--- src/hdl/wsq_pkg.sv ---
/*
 Constants and carrier types of the wakeup source qualifier.
 Assumes one 200 MHz clock and a plain register port on the top module.
*/
package wsq_pkg;
   // Register offsets
   localparam logic [3:0] WSQ_OFS_PERIPH   = 4'h0;
   localparam logic [3:0] WSQ_OFS_FALL     = 4'h1;
   localparam logic [3:0] WSQ_OFS_RISE     = 4'h2;
   localparam logic [3:0] WSQ_OFS_COMMIT   = 4'h3;
   localparam logic [3:0] WSQ_OFS_PDOWN    = 4'h4;
   localparam logic [3:0] WSQ_OFS_DURATION = 4'h5;
   localparam logic [3:0] WSQ_OFS_STATUS   = 4'h6;
   localparam logic [3:0] WSQ_OFS_IFCTRL   = 4'h7;
   localparam logic [3:0] WSQ_OFS_OUTPINS  = 4'h8;
   // Peripheral field positions
   localparam int WSQ_B_TIMER = 0;
   localparam int WSQ_B_RADIO = 1;
   localparam int WSQ_B_WAKE  = 2;
   localparam int WSQ_B_SER1  = 3;
   localparam int WSQ_B_SER2  = 4;
   localparam int WSQ_B_SSI   = 5;
   localparam logic [7:0] WSQ_PERIPH_MASK = 8'h3F;
   // Interface control positions
   localparam int WSQ_B_SER1_ON = 0;
   localparam int WSQ_B_SER1_FC = 1;
   localparam int WSQ_B_SER2_ON = 2;
   localparam int WSQ_B_SER2_FC = 3;
   localparam int WSQ_B_SSI_ON  = 4;
   localparam int WSQ_B_SHORT   = 8;
   // Mode codes
   localparam logic [2:0] WSQ_MODE_SLEEP   = 3'h0;
   localparam logic [2:0] WSQ_MODE_STOP    = 3'h2;
   localparam logic [2:0] WSQ_MODE_STANDBY = 3'h4;
   // Result codes
   localparam logic [7:0] WSQ_RC_OK       = 8'h00;
   localparam logic [7:0] WSQ_RC_BADMODE  = 8'h03;
   localparam logic [7:0] WSQ_RC_NOTGPIO  = 8'h08;
   localparam logic [7:0] WSQ_RC_OUTPUT   = 8'h09;
   localparam logic [7:0] WSQ_RC_CONFLICT = 8'h0C;
   // GPIO bit indices, wider package variant
   localparam int WSQ_P_SHARED_SSI = 2;
   localparam int WSQ_P_SER2_DATA  = 6;
   localparam int WSQ_P_SER2_FLOW  = 7;
   localparam int WSQ_P_WAKE       = 8;
   localparam int WSQ_P_SER1_DATA  = 14;
   localparam int WSQ_P_SER1_FLOW  = 20;
   // Timing: one second of the sleep timer
   localparam int WSQ_SEC_NS     = 1000000000;
   localparam int WSQ_CLK_NS     = 5;
   localparam int WSQ_SEC_CYCLES = WSQ_SEC_NS / WSQ_CLK_NS;
   localparam int WSQ_GPIO_W     = 32;
   // Register port request
   typedef struct packed {
      logic        wr;
      logic        rd;
      logic [3:0]  addr;
      logic [31:0] wdata;
   } wsq_req_type;
   // Qualified configuration
   typedef struct packed {
      logic [7:0]  periph;
      logic [31:0] fall;
      logic [31:0] rise;
   } wsq_cfg_type;
endpackage

--- src/hdl/wsq_check.sv ---
/*
 Combinational validity check of a candidate wakeup configuration.
 Assumes the caller samples the result on its own commit strobe.
*/
module wsq_check
   import wsq_pkg::*;
(
   // Candidate
   input  wire wsq_pkg::wsq_cfg_type cand,
   input  wire logic [7:0]           ifctrl,
   input  wire logic [31:0]          out_pins,
   input  wire logic [31:0]          gpio_valid,
   input  wire logic                 variant_b,
   // Result
   output logic [7:0]                code,
   output logic [7:0]                pin
);
   import wsq_pkg::*;
   logic [31:0] sel;
   logic [31:0] bad;
   logic [31:0] used_out;
   logic [31:0] conflict;

   // Partner pin of an exclusive pair
   function automatic logic [31:0] pair_hits(input logic [31:0] s, input logic vb);
      logic [31:0] h;
      h = 32'h0000_0000;
      if (!vb) begin
         if (s[1] && s[23]) h[23] = 1'b1;
         if (s[2] && s[24]) h[24] = 1'b1;
         if (s[5] && s[19]) h[19] = 1'b1;
         if (s[9] && s[20]) h[20] = 1'b1;
      end else begin
         if (s[1] && s[25]) h[25] = 1'b1;
         if (s[2] && s[26]) h[26] = 1'b1;
         if (s[5] && s[21]) h[21] = 1'b1;
         if (s[9] && s[22]) h[22] = 1'b1;
         if (s[17] && s[24]) h[24] = 1'b1;
         if (s[18] && s[23]) h[23] = 1'b1;
      end
      return h;
   endfunction

   // Lowest set bit index
   function automatic logic [7:0] first_bit(input logic [31:0] v);
      logic [7:0] n;
      n = 8'h00;
      for (int i = 31; i >= 0; i--) begin
         if (v[i]) n = 8'(i);
      end
      return n;
   endfunction

   // Classify the candidate
   always_comb begin
      sel      = cand.fall | cand.rise;
      bad      = sel & ~gpio_valid;
      bad[WSQ_P_WAKE] = sel[WSQ_P_WAKE];
      used_out = sel & out_pins;
      conflict = pair_hits(sel, variant_b);
      if (ifctrl[WSQ_B_SSI_ON]) conflict[WSQ_P_SHARED_SSI] = sel[WSQ_P_SHARED_SSI];
      if (ifctrl[WSQ_B_SER2_ON]) begin
         conflict[WSQ_P_SER2_DATA] = sel[WSQ_P_SER2_DATA];
         if (ifctrl[WSQ_B_SER2_FC]) conflict[WSQ_P_SER2_FLOW] = sel[WSQ_P_SER2_FLOW];
      end
      if (ifctrl[WSQ_B_SER1_ON]) begin
         conflict[WSQ_P_SER1_DATA] = sel[WSQ_P_SER1_DATA];
         if (ifctrl[WSQ_B_SER1_FC]) conflict[WSQ_P_SER1_FLOW] = sel[WSQ_P_SER1_FLOW];
      end
      // Priority: not a GPIO, then output, then conflict
      if (bad != 32'h0000_0000) begin
         code = WSQ_RC_NOTGPIO;
         pin  = first_bit(bad);
      end else if (used_out != 32'h0000_0000) begin
         code = WSQ_RC_OUTPUT;
         pin  = first_bit(used_out);
      end else if (conflict != 32'h0000_0000) begin
         code = WSQ_RC_CONFLICT;
         pin  = first_bit(conflict);
      end else begin
         code = WSQ_RC_OK;
         pin  = 8'h00;
      end
   end
endmodule

--- src/hdl/wsq_timer.sv ---
/*
 Sleep timer: counts whole seconds after a start pulse.
 Assumes an active-low reset from the top module, asserted asynchronously and released synchronously.
*/
module wsq_timer
   import wsq_pkg::*;
#(
   parameter int SEC_CYCLES = WSQ_SEC_CYCLES
)(
   // Clock and reset
   input  wire logic        clk,
   input  wire logic        rst_n,
   // Control
   input  wire logic        start,
   input  wire logic        stop,
   input  wire logic [31:0] seconds,
   // Status
   output logic             expired
);
   import wsq_pkg::*;
   logic [31:0] tick_r;
   logic [31:0] sec_r;
   logic        run_r;

   // Second prescaler and second countdown
   always_ff @(posedge clk or negedge rst_n) begin
      if (!rst_n) begin
         tick_r  <= 32'h0000_0000;
         sec_r   <= 32'h0000_0000;
         run_r   <= 1'b0;
         expired <= 1'b0;
      end else begin
         expired <= 1'b0;
         if (start) begin
            tick_r <= 32'h0000_0000;
            sec_r  <= seconds;
            run_r  <= 1'b1;
         end else if (stop) begin
            run_r <= 1'b0;
         end else if (run_r) begin
            if (sec_r == 32'h0000_0000) begin
               expired <= 1'b1;
               run_r   <= 1'b0;
            end else if (tick_r == 32'(SEC_CYCLES - 1)) begin
               tick_r <= 32'h0000_0000;
               sec_r  <= sec_r - 32'h0000_0001;
            end else begin
               tick_r <= tick_r + 32'h0000_0001;
            end
         end
      end
   end
endmodule

--- src/hdl/wsq_top.sv ---
/*
 Wakeup source qualifier: holds the wakeup configuration, enters a
 low-power mode on request and raises one wake request when a source
 that is enabled and permitted in that mode fires.
 Assumes source event inputs are single-cycle pulses or levels
 synchronous to clk, and a register port driven by a local master.
*/
module wsq_top
   import wsq_pkg::*;
#(
   parameter int          SEC_CYCLES = WSQ_SEC_CYCLES,
   parameter logic [31:0] GPIO_VALID = 32'h07FB_F2FE
)(
   // Clock and reset
   input  wire logic                 clk,
   input  wire logic                 nrst,
   // Register port
   input  wire wsq_pkg::wsq_req_type req,
   output logic [31:0]               rdata,
   // Package variant strap
   input  wire logic                 variant_b,
   // Wake source events
   input  wire logic                 radio_rx,
   input  wire logic                 ser1_rx,
   input  wire logic                 ser2_rx,
   input  wire logic                 ssi_rx,
   input  wire logic                 wake_pin,
   input  wire logic [31:0]          gpio_in,
   // Wake sequencing
   input  wire logic                 wake_ack,
   output logic                      wake_req,
   output logic                      low_power,
   output logic [2:0]                mode_out,
   output logic                      radio_rx_on
);
   import wsq_pkg::*;

   typedef enum logic [1:0] {ST_RUN, ST_DOWN, ST_WAKE} wsq_state_type;

   logic          rst_s1_r;
   logic          rst_n;
   wsq_cfg_type   cfg_r;
   wsq_cfg_type   cand_r;
   logic [7:0]    ifctrl_r;
   logic [31:0]   out_pins_r;
   logic [31:0]   duration_r;
   logic [2:0]    mode_r;
   logic [7:0]    code_r;
   logic [7:0]    pin_r;
   logic [7:0]    chk_code;
   logic [7:0]    chk_pin;
   wsq_state_type state_r;
   logic          timer_start;
   logic          timer_exp;
   logic [31:0]   gpio_d_r;
   logic          wake_d_r;
   logic [31:0]   gpio_hit;
   logic          wake_hit;
   logic          any_hit;
   logic          pdown_ok;
   logic [7:0]    wake_cause_r;
   logic          short_r;
   logic [2:0]    mode_nxt;

   // Reset release through two flops
   always_ff @(posedge clk or negedge nrst) begin
      if (!nrst) begin
         rst_s1_r <= 1'b0;
         rst_n    <= 1'b0;
      end else begin
         rst_s1_r <= 1'b1;
         rst_n    <= rst_s1_r;
      end
   end

   // Mode code check
   function automatic logic mode_valid(input logic [2:0] m);
      return (m == WSQ_MODE_SLEEP) || (m == WSQ_MODE_STOP) || (m == WSQ_MODE_STANDBY);
   endfunction

   // Configuration validity check
   wsq_check u_check (
      .cand       (cand_r),
      .ifctrl     (ifctrl_r),
      .out_pins   (out_pins_r),
      .gpio_valid (short_r ? {8'h00, GPIO_VALID[23:0]} : GPIO_VALID),
      .variant_b  (variant_b),
      .code       (chk_code),
      .pin        (chk_pin)
   );

   assign pdown_ok = req.wr && (req.addr == WSQ_OFS_PDOWN) && mode_valid(req.wdata[2:0]) && (state_r == ST_RUN);
   assign timer_start = pdown_ok && cfg_r.periph[WSQ_B_TIMER];
   // Mode seen by the outputs from the power-down edge on
   assign mode_nxt = pdown_ok ? req.wdata[2:0] : mode_r;

   // Sleep timer
   wsq_timer #(
      .SEC_CYCLES (SEC_CYCLES)
   ) u_timer (
      .clk     (clk),
      .rst_n   (rst_n),
      .start   (timer_start),
      .stop    (state_r != ST_DOWN),
      .seconds (duration_r),
      .expired (timer_exp)
   );

   // Candidate and interface configuration writes
   always_ff @(posedge clk or negedge rst_n) begin
      if (!rst_n) begin
         cand_r     <= '0;
         ifctrl_r   <= 8'h00;
         out_pins_r <= 32'h0000_0000;
         duration_r <= 32'h0000_0000;
      end else if (req.wr) begin
         if (req.addr == WSQ_OFS_PERIPH) begin
            cand_r.periph <= req.wdata[7:0] & WSQ_PERIPH_MASK;
         end else if (req.addr == WSQ_OFS_FALL) begin
            cand_r.fall <= req.wdata;
         end else if (req.addr == WSQ_OFS_RISE) begin
            cand_r.rise <= req.wdata;
         end else if (req.addr == WSQ_OFS_DURATION) begin
            duration_r <= req.wdata;
         end else if (req.addr == WSQ_OFS_IFCTRL) begin
            ifctrl_r <= req.wdata[7:0];
         end else if (req.addr == WSQ_OFS_OUTPINS) begin
            out_pins_r <= req.wdata;
         end
      end
   end

   // Short-mask flag lives in ifctrl bit 8 region, kept separate
   always_ff @(posedge clk or negedge rst_n) begin
      if (!rst_n) begin
         short_r <= 1'b0;
      end else if (req.wr && req.addr == WSQ_OFS_IFCTRL) begin
         short_r <= req.wdata[WSQ_B_SHORT];
      end
   end

   // Commit: accept candidate only when it checks clean
   always_ff @(posedge clk or negedge rst_n) begin
      if (!rst_n) begin
         cfg_r  <= '0;
         code_r <= WSQ_RC_OK;
         pin_r  <= 8'h00;
      end else if (req.wr && req.addr == WSQ_OFS_COMMIT) begin
         code_r <= chk_code;
         pin_r  <= chk_pin;
         if (chk_code == WSQ_RC_OK) begin
            cfg_r <= cand_r;
            if (short_r) begin
               cfg_r.fall[31:24] <= 8'h00;
               cfg_r.rise[31:24] <= 8'h00;
            end
         end
      end else if (req.wr && req.addr == WSQ_OFS_PDOWN && !mode_valid(req.wdata[2:0])) begin
         code_r <= WSQ_RC_BADMODE;
      end
   end

   // Edge detection history
   always_ff @(posedge clk or negedge rst_n) begin
      if (!rst_n) begin
         gpio_d_r <= 32'h0000_0000;
         wake_d_r <= 1'b0;
      end else begin
         gpio_d_r <= gpio_in;
         wake_d_r <= wake_pin;
      end
   end

   // Source qualification per mode
   always_comb begin
      gpio_hit = (cfg_r.rise & gpio_in & ~gpio_d_r) | (cfg_r.fall & ~gpio_in & gpio_d_r);
      gpio_hit[WSQ_P_WAKE] = 1'b0;
      wake_hit = cfg_r.periph[WSQ_B_WAKE] && wake_pin && !wake_d_r;
      any_hit  = 1'b0;
      if (mode_r == WSQ_MODE_SLEEP) begin
         // Any enabled source except the wake pin, first one wins
         any_hit = (gpio_hit != 32'h0000_0000) || timer_exp
                   || (cfg_r.periph[WSQ_B_RADIO] && radio_rx)
                   || (cfg_r.periph[WSQ_B_SER1] && ser1_rx)
                   || (cfg_r.periph[WSQ_B_SER2] && ser2_rx)
                   || (cfg_r.periph[WSQ_B_SSI] && ssi_rx);
      end else if (mode_r == WSQ_MODE_STOP) begin
         // Serial activity masked silently
         any_hit = (gpio_hit != 32'h0000_0000) || timer_exp
                   || (cfg_r.periph[WSQ_B_RADIO] && radio_rx);
      end else begin
         any_hit = timer_exp || wake_hit;
      end
   end

   // Power state sequencing
   always_ff @(posedge clk or negedge rst_n) begin
      if (!rst_n) begin
         state_r <= ST_RUN;
         mode_r  <= WSQ_MODE_SLEEP;
      end else begin
         case (state_r)
            ST_RUN: begin
               if (pdown_ok) begin
                  state_r <= ST_DOWN;
                  mode_r  <= req.wdata[2:0];
               end
            end
            ST_DOWN: begin
               if (any_hit) state_r <= ST_WAKE;
            end
            ST_WAKE: begin
               if (wake_ack) state_r <= ST_RUN;
            end
            default: state_r <= ST_RUN;
         endcase
      end
   end

   // Wake cause capture
   always_ff @(posedge clk or negedge rst_n) begin
      if (!rst_n) begin
         wake_cause_r <= 8'h00;
      end else if (state_r == ST_DOWN && any_hit) begin
         wake_cause_r <= {2'b00, ssi_rx, ser2_rx, ser1_rx, wake_hit, radio_rx, timer_exp};
      end
   end

   // Registered outputs
   always_ff @(posedge clk or negedge rst_n) begin
      if (!rst_n) begin
         wake_req    <= 1'b0;
         low_power   <= 1'b0;
         mode_out    <= WSQ_MODE_SLEEP;
         radio_rx_on <= 1'b0;
      end else begin
         wake_req    <= (state_r == ST_DOWN && any_hit) || (state_r == ST_WAKE && !wake_ack);
         low_power   <= (state_r == ST_DOWN) || (state_r == ST_WAKE && !wake_ack)
                        || (state_r == ST_RUN && pdown_ok);
         mode_out    <= mode_nxt;
         radio_rx_on <= cfg_r.periph[WSQ_B_RADIO] && mode_nxt != WSQ_MODE_STANDBY;
      end
   end

   // Read data, valid in the cycle after the strobe
   always_ff @(posedge clk or negedge rst_n) begin
      if (!rst_n) begin
         rdata <= 32'h0000_0000;
      end else if (req.rd) begin
         if (req.addr == WSQ_OFS_PERIPH) begin
            rdata <= {24'h000000, cfg_r.periph};
         end else if (req.addr == WSQ_OFS_FALL) begin
            rdata <= cfg_r.fall;
         end else if (req.addr == WSQ_OFS_RISE) begin
            rdata <= cfg_r.rise;
         end else if (req.addr == WSQ_OFS_PDOWN) begin
            rdata <= {27'h0000000, mode_r, 2'(state_r)};
         end else if (req.addr == WSQ_OFS_DURATION) begin
            rdata <= duration_r;
         end else if (req.addr == WSQ_OFS_STATUS) begin
            rdata <= {8'h00, wake_cause_r, pin_r, code_r};
         end else if (req.addr == WSQ_OFS_IFCTRL) begin
            rdata <= {23'h000000, short_r, ifctrl_r};
         end else if (req.addr == WSQ_OFS_OUTPINS) begin
            rdata <= out_pins_r;
         end else begin
            rdata <= 32'h0000_0000;
         end
      end else begin
         rdata <= 32'h0000_0000;
      end
   end
endmodule

--- config.mk ---
export PLATFORM = sky130hd
export DESIGN_NAME = wsq_top
export DESIGN_NICKNAME = d
export VERILOG_FILES = /design/src/hdl/wsq_pkg.sv /design/src/hdl/wsq_check.sv /design/src/hdl/wsq_timer.sv /design/src/hdl/wsq_top.sv
export SDC_FILE = /design/constraint.sdc
export NUM_CORES = 1
export LEC_CHECK = 0
export ABC_AREA = 1
export BUFFER_PORTS_ARGS = -buffer_cell sky130_fd_sc_hd__buf_4
export CORE_MARGIN = 2
export CORE_UTILIZATION = 29
export CTS_CLUSTER_DIAMETER = 40
export DETAILED_ROUTE_END_ITERATION = 6
export GPL_ROUTABILITY_DRIVEN = 0
export PLACE_DENSITY_LB_ADDON = 0.08
export SLEW_MARGIN = 10
export SYNTH_ARGS = -nofsm -noshare
export SYNTH_HDL_FRONTEND = slang
export SYNTH_SLANG_ARGS = --single-unit
--- constraint.sdc ---
create_clock -name clk -period 12 [get_ports clk]
set_clock_uncertainty 0.05 [all_clocks]
set_input_delay 0 -clock clk [delete_from_list [all_inputs] [get_ports clk]]
set_output_delay 0 -clock clk [all_outputs]
set_load 0.02 [all_outputs]
* After elaboration in Yosys (flattened, before gate mapping)
Cells that the tools add are included.
** Word-level totals
- Register bits :: 379
- Output and inout bits :: 38
- Word-level logic and storage cells :: 272
** Cells by class
- Add/subtract/negate cells :: 2
- Equal/unequal tests :: 21
- Muxes and demuxes :: 141
- Bitwise gates (word level) :: 16
- Reductions and logical operators :: 64
** Operator list (number)
- $mux W32 :: 19
- $mux W5 :: 77
- $and A32 B32 Y32 :: 6
- $mux W8 :: 8
- $not A32 Y32 :: 2
- $or A32 B32 Y32 :: 2
- $reduce_bool A32 Y1 :: 2
- $add A32 B1 Y32 const B :: 1
- $eq A32 B28 Y1 const B :: 1
- $logic_not A32 Y1 :: 1
- $not A27 Y32 :: 1
- $sub A32 B1 Y32 const B :: 1
- $reduce_bool A31 Y1 :: 1
- $logic_and A1 B1 Y1 :: 27
- $mux W27 :: 1
- $mux W1 :: 25
- $eq A4 B3 Y1 const B :: 4
- $mux W2 :: 8
- $reduce_bool A12 Y1 :: 1
- $logic_or A1 B1 Y1 :: 11
- $ne A2 B2 Y1 const B :: 5
- $reduce_and A3 Y1 :: 3
- $eq A4 B2 Y1 const B :: 2
- $logic_not A8 Y1 :: 1
- 22 further kinds :: 34

* Logic depth before layout (Yosys ltp)
- Depth in word-level cells :: 36
- Depth in mapped cells :: 36

* By module
From an unflattened synthesis, not the netlist that was laid out.
** Second synthesis, totals
- Cells, all modules :: 2524
- Area, all modules :: 19311.0 sq um
** By module, submodules not included
- wsq_top :: instances 1, cells an instance 1333, area an instance 12677.2 sq um, sequential area each 7807.5 sq um
- wsq_timer :: instances 1, cells an instance 816, area an instance 4972.3 sq um, sequential area each 1651.6 sq um
- wsq_check :: instances 1, cells an instance 375, area an instance 1661.6 sq um, sequential area each 0.0 sq um

* Worst setup path before layout
No wires, ideal clock.
- Path type :: reg2reg
- Start point :: register u_timer.sec_r[2]
- End point :: register u_timer.sec_r[31]
- Setup time :: 0.076 ns
- Data arrival time :: 2.641 ns
- Required time :: 11.874 ns
- Setup slack :: 9.233 ns
- Stages on the path, launching flop included :: 26
- Path buffers :: 0
- Cells stage by stage :: dfrtp_1 -> nor2_1 -> nand2_1 -> or3_4 -> nor2_4 -> nand2_2 -> nor2_4 -> nand2_2 -> nor2_4 -> nand2_2 -> nor2_2 -> inv_2 -> nor2_2 -> nand2_2 -> inv_2 -> nand3_2 -> nor2_2 -> inv_2 -> nor2_2 -> inv_2 -> nor2_2 -> inv_2 -> nor4_4 -> xor2_1 -> o21ai_1 -> o21ai_1
** Between the ends
- Word-level cells in the longest chain between the ends :: 6
- Elaborated cells between the ends (all ways) :: 9
** Ends and longest elaborated chain
- start, declared :: RTL line wsq_timer.sv:22 : logic [31:0] sec_r;
- start signal, assigned :: RTL line wsq_timer.sv:36 : sec_r <= seconds;
- start signal, assigned :: RTL line wsq_timer.sv:46 : sec_r <= sec_r - 32'h0000_0001;
- $sub A32 B1 Y32 :: RTL line wsq_timer.sv:46
- $mux W32 :: RTL line wsq_timer.sv:44 : end else if (tick_r == 32'(SEC_CYCLES - 1)) begin
- $mux W32 :: RTL line wsq_timer.sv:41 : if (sec_r == 32'h0000_0000) begin
- $mux W32 :: RTL line wsq_timer.sv:40 : end else if (run_r) begin
- $mux W32 :: RTL line wsq_timer.sv:38 : end else if (stop) begin
- $mux W32 :: RTL line wsq_timer.sv:34 : if (start) begin
Parallel ways exist; a longest one is shown, timed or not. The select of a mux whose other input is x is not followed.
A chain may end at the register's enable or synchronous reset.

* Final worst setup path
- Start point :: input port req[34] in the netlist's numbering
- End point :: register u_timer.tick_r[31]
** Between the ends
- Word-level cells in the longest chain between the ends :: 7
- Elaborated cells between the ends (all ways) :: 10
** Ends and longest elaborated chain
- start, declared :: RTL line wsq_top.sv:18 : input wire wsq_pkg::wsq_req_type req,
- $eq A4 B3 Y1 * :: RTL line wsq_top.sv:92 : assign pdown_ok = req.wr && (req.addr == WSQ_OFS_PDOWN) && mode_valid(req.wdata[2:0]) && (state_r == ST_RUN);
- $logic_and A1 B1 Y1 * (3 in series) :: RTL line wsq_top.sv:92
- $logic_and A1 B1 Y1 * :: RTL line wsq_top.sv:93 : assign timer_start = pdown_ok && cfg_r.periph[WSQ_B_TIMER];
- $ne A2 B2 Y1 (no line) / $reduce_bool A2 Y1 (equally long branches)
- $reduce_and A3 Y1 (no line)
- end signal, assigned :: RTL line wsq_timer.sv:48 : tick_r <= tick_r + 32'h0000_0001;
- end, declared :: RTL line wsq_timer.sv:21 : logic [31:0] tick_r;
Every way passes the cells marked *; elsewhere a longest branch is shown, timed or not.

==> results list <==
- Internal power component: around 3.0 mW
* Worst setup timing slack at the placement stage: 7.30 ns
* Via-to-Cell Ratio: 4.80
- Worst rel slew slack: 0.291
* Type of destination of the critical path: register
- Most frequent cells in the layout: 560 x nand2_1, 370 x dfrtp_1, 261 x inv_1
- Final layout net count: 2455
- Sequential share of the synthesized area: 0.538
- Count of antenna-violating nets left after detailed routing: 0
* Floorplan die width: approximately 250 µm
- Hold timing on the final database bottoms out at a slack of about 0.031 ns.
* Via Count: roughly 15000
- Entering global routing, the biggest net connects 80 pins.
- The share of total power dissipated in sequential elements is 0.358.
* Final Hold Fails: 0
- Combinational fraction of design power: 0.125
* Number of search-and-repair iterations in the first detailed-routing pass: 5
- The initial utilization of the core area, before any placement, comes to 0.293.
* Via count of the first global-routing pass: ~15000
- Ratio of cells with drive above 1 in the final layout: 0.133
* Global-route wire length before repair: between 90000 and 100000 µm
- The floorplan has 89 rows.
* Synth warnings: 0
- After filler insertion, the fill cell instance count of the layout stands at approximately 6000.
- The tree is rooted in a clkbuf_16.
* Data arrival time of the critical path: ~5.1 ns
* Net count after synthesis: 2223
- FF+latch count, synth: 371
- The number of antenna diodes in the final layout is 0.
- Max VDD drop: ~0.00011 V
- Starting DRC count in detailed routing: 1083
- Counting along the longest clock path gives a buffer depth of 3.
- For this run, design rule violations remaining after detail routing come to 0.
- Sw Share: 0.290
- Number of clock sinks: 371
- In the global route stage, overall resource usage came out at 0.215.
* Highest fanout seen on the critical path: 40
- Buffers inserted during clock tree synthesis total 77.
* Commonest non-fill, non-tap cell in the layout: nand2_1
* Number of primary I/O pins: 117
* Growth of design area from synthesis to finish: 30.5%
- Once placement finished, the instance area stood at 19000 µm².
* Clock Latency Late Sink: around 0.6 ns
- After routing the design area is between 20000 and 25000 µm².
- STA classifies the critical path startpoint as an input port.
- CTS tree: yes
- Port-buffer cells: 115
- Leakage: 10.7 nW
- Summed over all layers, the global routing overflow is 0.
- Post-CTS Repair Setup Buffers: 0
* Count of unique library cells instantiated by Yosys: between 40 and 50
- The cell count after synthesis came out at ~2100.
- Number of endpoints failing setup at the final stage: 0
- Final wirelength: 64900 µm
- Clock-pin slew was measured on the worst setup and hold paths at 0.05 ns.
* Power per cell area: 185 nW/µm²
- Final total negative setup slack: 0 ns
* Number of violations of the max-capacitance limit: 0
- The H-tree was split into 3 levels.
- Portion of total power attributed to the clock network: 0.516
- Hold/Removal Path Class: input port to register
* Core Region: a little under 60000 µm²
- Detailed-placement wirelength estimate: 47000 µm
- Number of antenna violations at the first check in global routing: 1
- Worst Setup Path Type: input port to register
- Fmax: around 0.22 GHz
- The analysis attributes to net switching a power of between 1 and 1.5 mW.
- Period utilization: 0.387
- In the post-route analysis, the smallest setup slack over all paths is between 7 and 8 ns.
* Transition time at the pin with the least slew margin: 1.06 ns
* Synthesized area divided by synthesized cell count: 8.06 µm²
- Die extent in y: roughly 250 µm
- The die covers roughly 62000 µm².
- The number of slew-limit violations in the final report is 0.
- Cell Area, Synth: between 15000 and 20000 µm²
- Post-layout min period: 4.64 ns
- Required time worst endpoint: 12.46 ns
- The run finished with clean final reports.
- Final core utilization: 0.383
* Mean routed wirelength per cell: about 20 µm
* Unrepaired setup endpoints after global routing: false
-- cell usage after synthesis, drive strengths merged --
cell type,count,area share
a21oi,85,0.025
dfrtp,371,0.54
a31oi,37,0.013
or2,7,0.0025
inv,286,0.062
nand4,15,0.0054
o41ai,1,0.00051
a22oi,5,0.0022
nor3,45,0.013
o22ai,48,0.017
o21a,2,0.00087
nor4,17,0.0070
o21ai,251,0.073
xnor2,3,0.0015
nor2,216,0.050
a211oi,6,0.0026
a221oi,12,0.0061
o311ai,5,0.0025
a32oi,2,0.0010
a2bb2oi,3,0.0015
o21bai,1,0.00043
o221ai,5,0.0025
a2111oi,1,0.00051
nor4b,1,0.00051
or3,1,0.00065
a32o,1,0.00058
conb,1,0.00022
ha,2,0.0014
a311oi,1,0.00051
nand3,32,0.0096
o2111ai,3,0.0015
o31ai,4,0.0017
a41oi,2,0.0010
clkinv,3,0.00065
nand2,566,0.12
o211ai,2,0.00087
nand3b,8,0.0035
xor2,19,0.0096
clkbuf,72,0.016
-- power by group through the flow --
| stage | registers, mW | logic (mW) | clock network, mW |
|---|---|---|---|
| floorplan | 1.48 | 0.286 | 0 |
| CTS | 1.49 | 0.525 | 2.19 |
| finish | 1.49 | 0.522 | 2.15 |
| detailed placement | 1.51 | 0.498 | 0 |
| global route | 1.51 | 0.590 | 2.26 |
| global placement | 1.51 | 0.493 | 0 |
-- sequential cells by signal, indices dropped and copies added, names as in the netlist, 5 cells and up --
| register | cells |
|---|---|
| cfg_r | 70 |
| rdata | 32 |
| ifctrl_r | 8 |
| pin_r | 5 |
| wake_cause_r | 6 |
| duration_r | 32 |
| cand_r | 70 |
| u_timer.tick_r | 32 |
| u_timer.sec_r | 32 |
| gpio_d_r | 31 |
| out_pins_r | 32 |
-- per-stage QoR --
step                std cells  power [mW]
finish                   3209        4.16
global route             3209        4.35
CTS                      3209        4.21
detailed placement       2976        2.01
global placement         2976        2.00
floorplan                2142        1.77
-- routing by layer --
metal,routed length (µm),share of wire,up-vias,track usage
li1,-,-,7478,-
met1,31000,0.48,7433,0.305
met2,28600,0.44,410,0.329
met3,3610,0.056,89,0.0402
met4,1750,0.027,2,0.0731
met5,13,0.00020,-,0
-- timing repair --
item | CTS | global route
gates resized for setup | 0 | 0
hold buffers | 92 | 0
endpoints found under the hold margin | 214 | 0
-- final timing paths --
kind	startpoint	endpoint	slack, ns	cells past startpoint
min reg2reg	rst_s1_r	rst_n	0.29	0
max in group asynchronous	rst_n	rdata[15]	9.25	2
min	gpio_in[3]	gpio_d_r[3]	0.03	2
min in group asynchronous	nrst	rst_n	0.22	3
max reg2reg	state_r[0]	u_timer.tick_r[31]	7.80	13
max	req[34]	u_timer.tick_r[31]	7.36	18
-- cell type report --
| type | instances | area (µm²) | area share |
|---|---|---|---|
| clock buffers | 88 | 2040 | 0.0905 |
| clock inverters | 53 | 577 | 0.0256 |
| inverters | 289 | 1080 | 0.0481 |
| multi-input cells | 1410 | 6660 | 0.296 |
| flip-flops and latches | 371 | 9290 | 0.412 |
| well taps | 773 | 967 | 0.0429 |
| repair buffers | 225 | 1920 | 0.0852 |
-- cells by family (layout without fill, tap and decap cells) --
| kind of cell | Yosys count | after routing | share of synthesized area |
|---|---|---|---|
| flip-flops | 371 | 371 | 0.538 |
| XOR/XNOR | 22 | 22 | 0.0112 |
| AND/OR/NAND/NOR | 908 | 908 | 0.216 |
| other | 1 | 1 | 0.000217 |
| buffers and inverters | 361 | 655 | 0.0785 |
| adder cells (fa/ha/maj) | 2 | 2 | 0.00145 |
| AO/OA/AOI/OAI | 477 | 477 | 0.155 |
-- worst max-delay path, stage by stage --
cell           delay [ns]
dlygate4sd3_1        0.53
buf_4                0.14
inv_2                0.03
nor2_1               0.15
inv_2                0.07
nor2_1               0.50
nand4_1              0.50
nor2_2               0.20
buf_4                0.41
inv_2                0.41
o21ai_1              0.23
nand2_1              0.44
nor2_1               0.42
nand4_1              0.22
nor2_1               0.31
nand3_1              0.18
nor3_1               0.17
a2bb2oi_1            0.16
(Power assumes the default switching activity.)
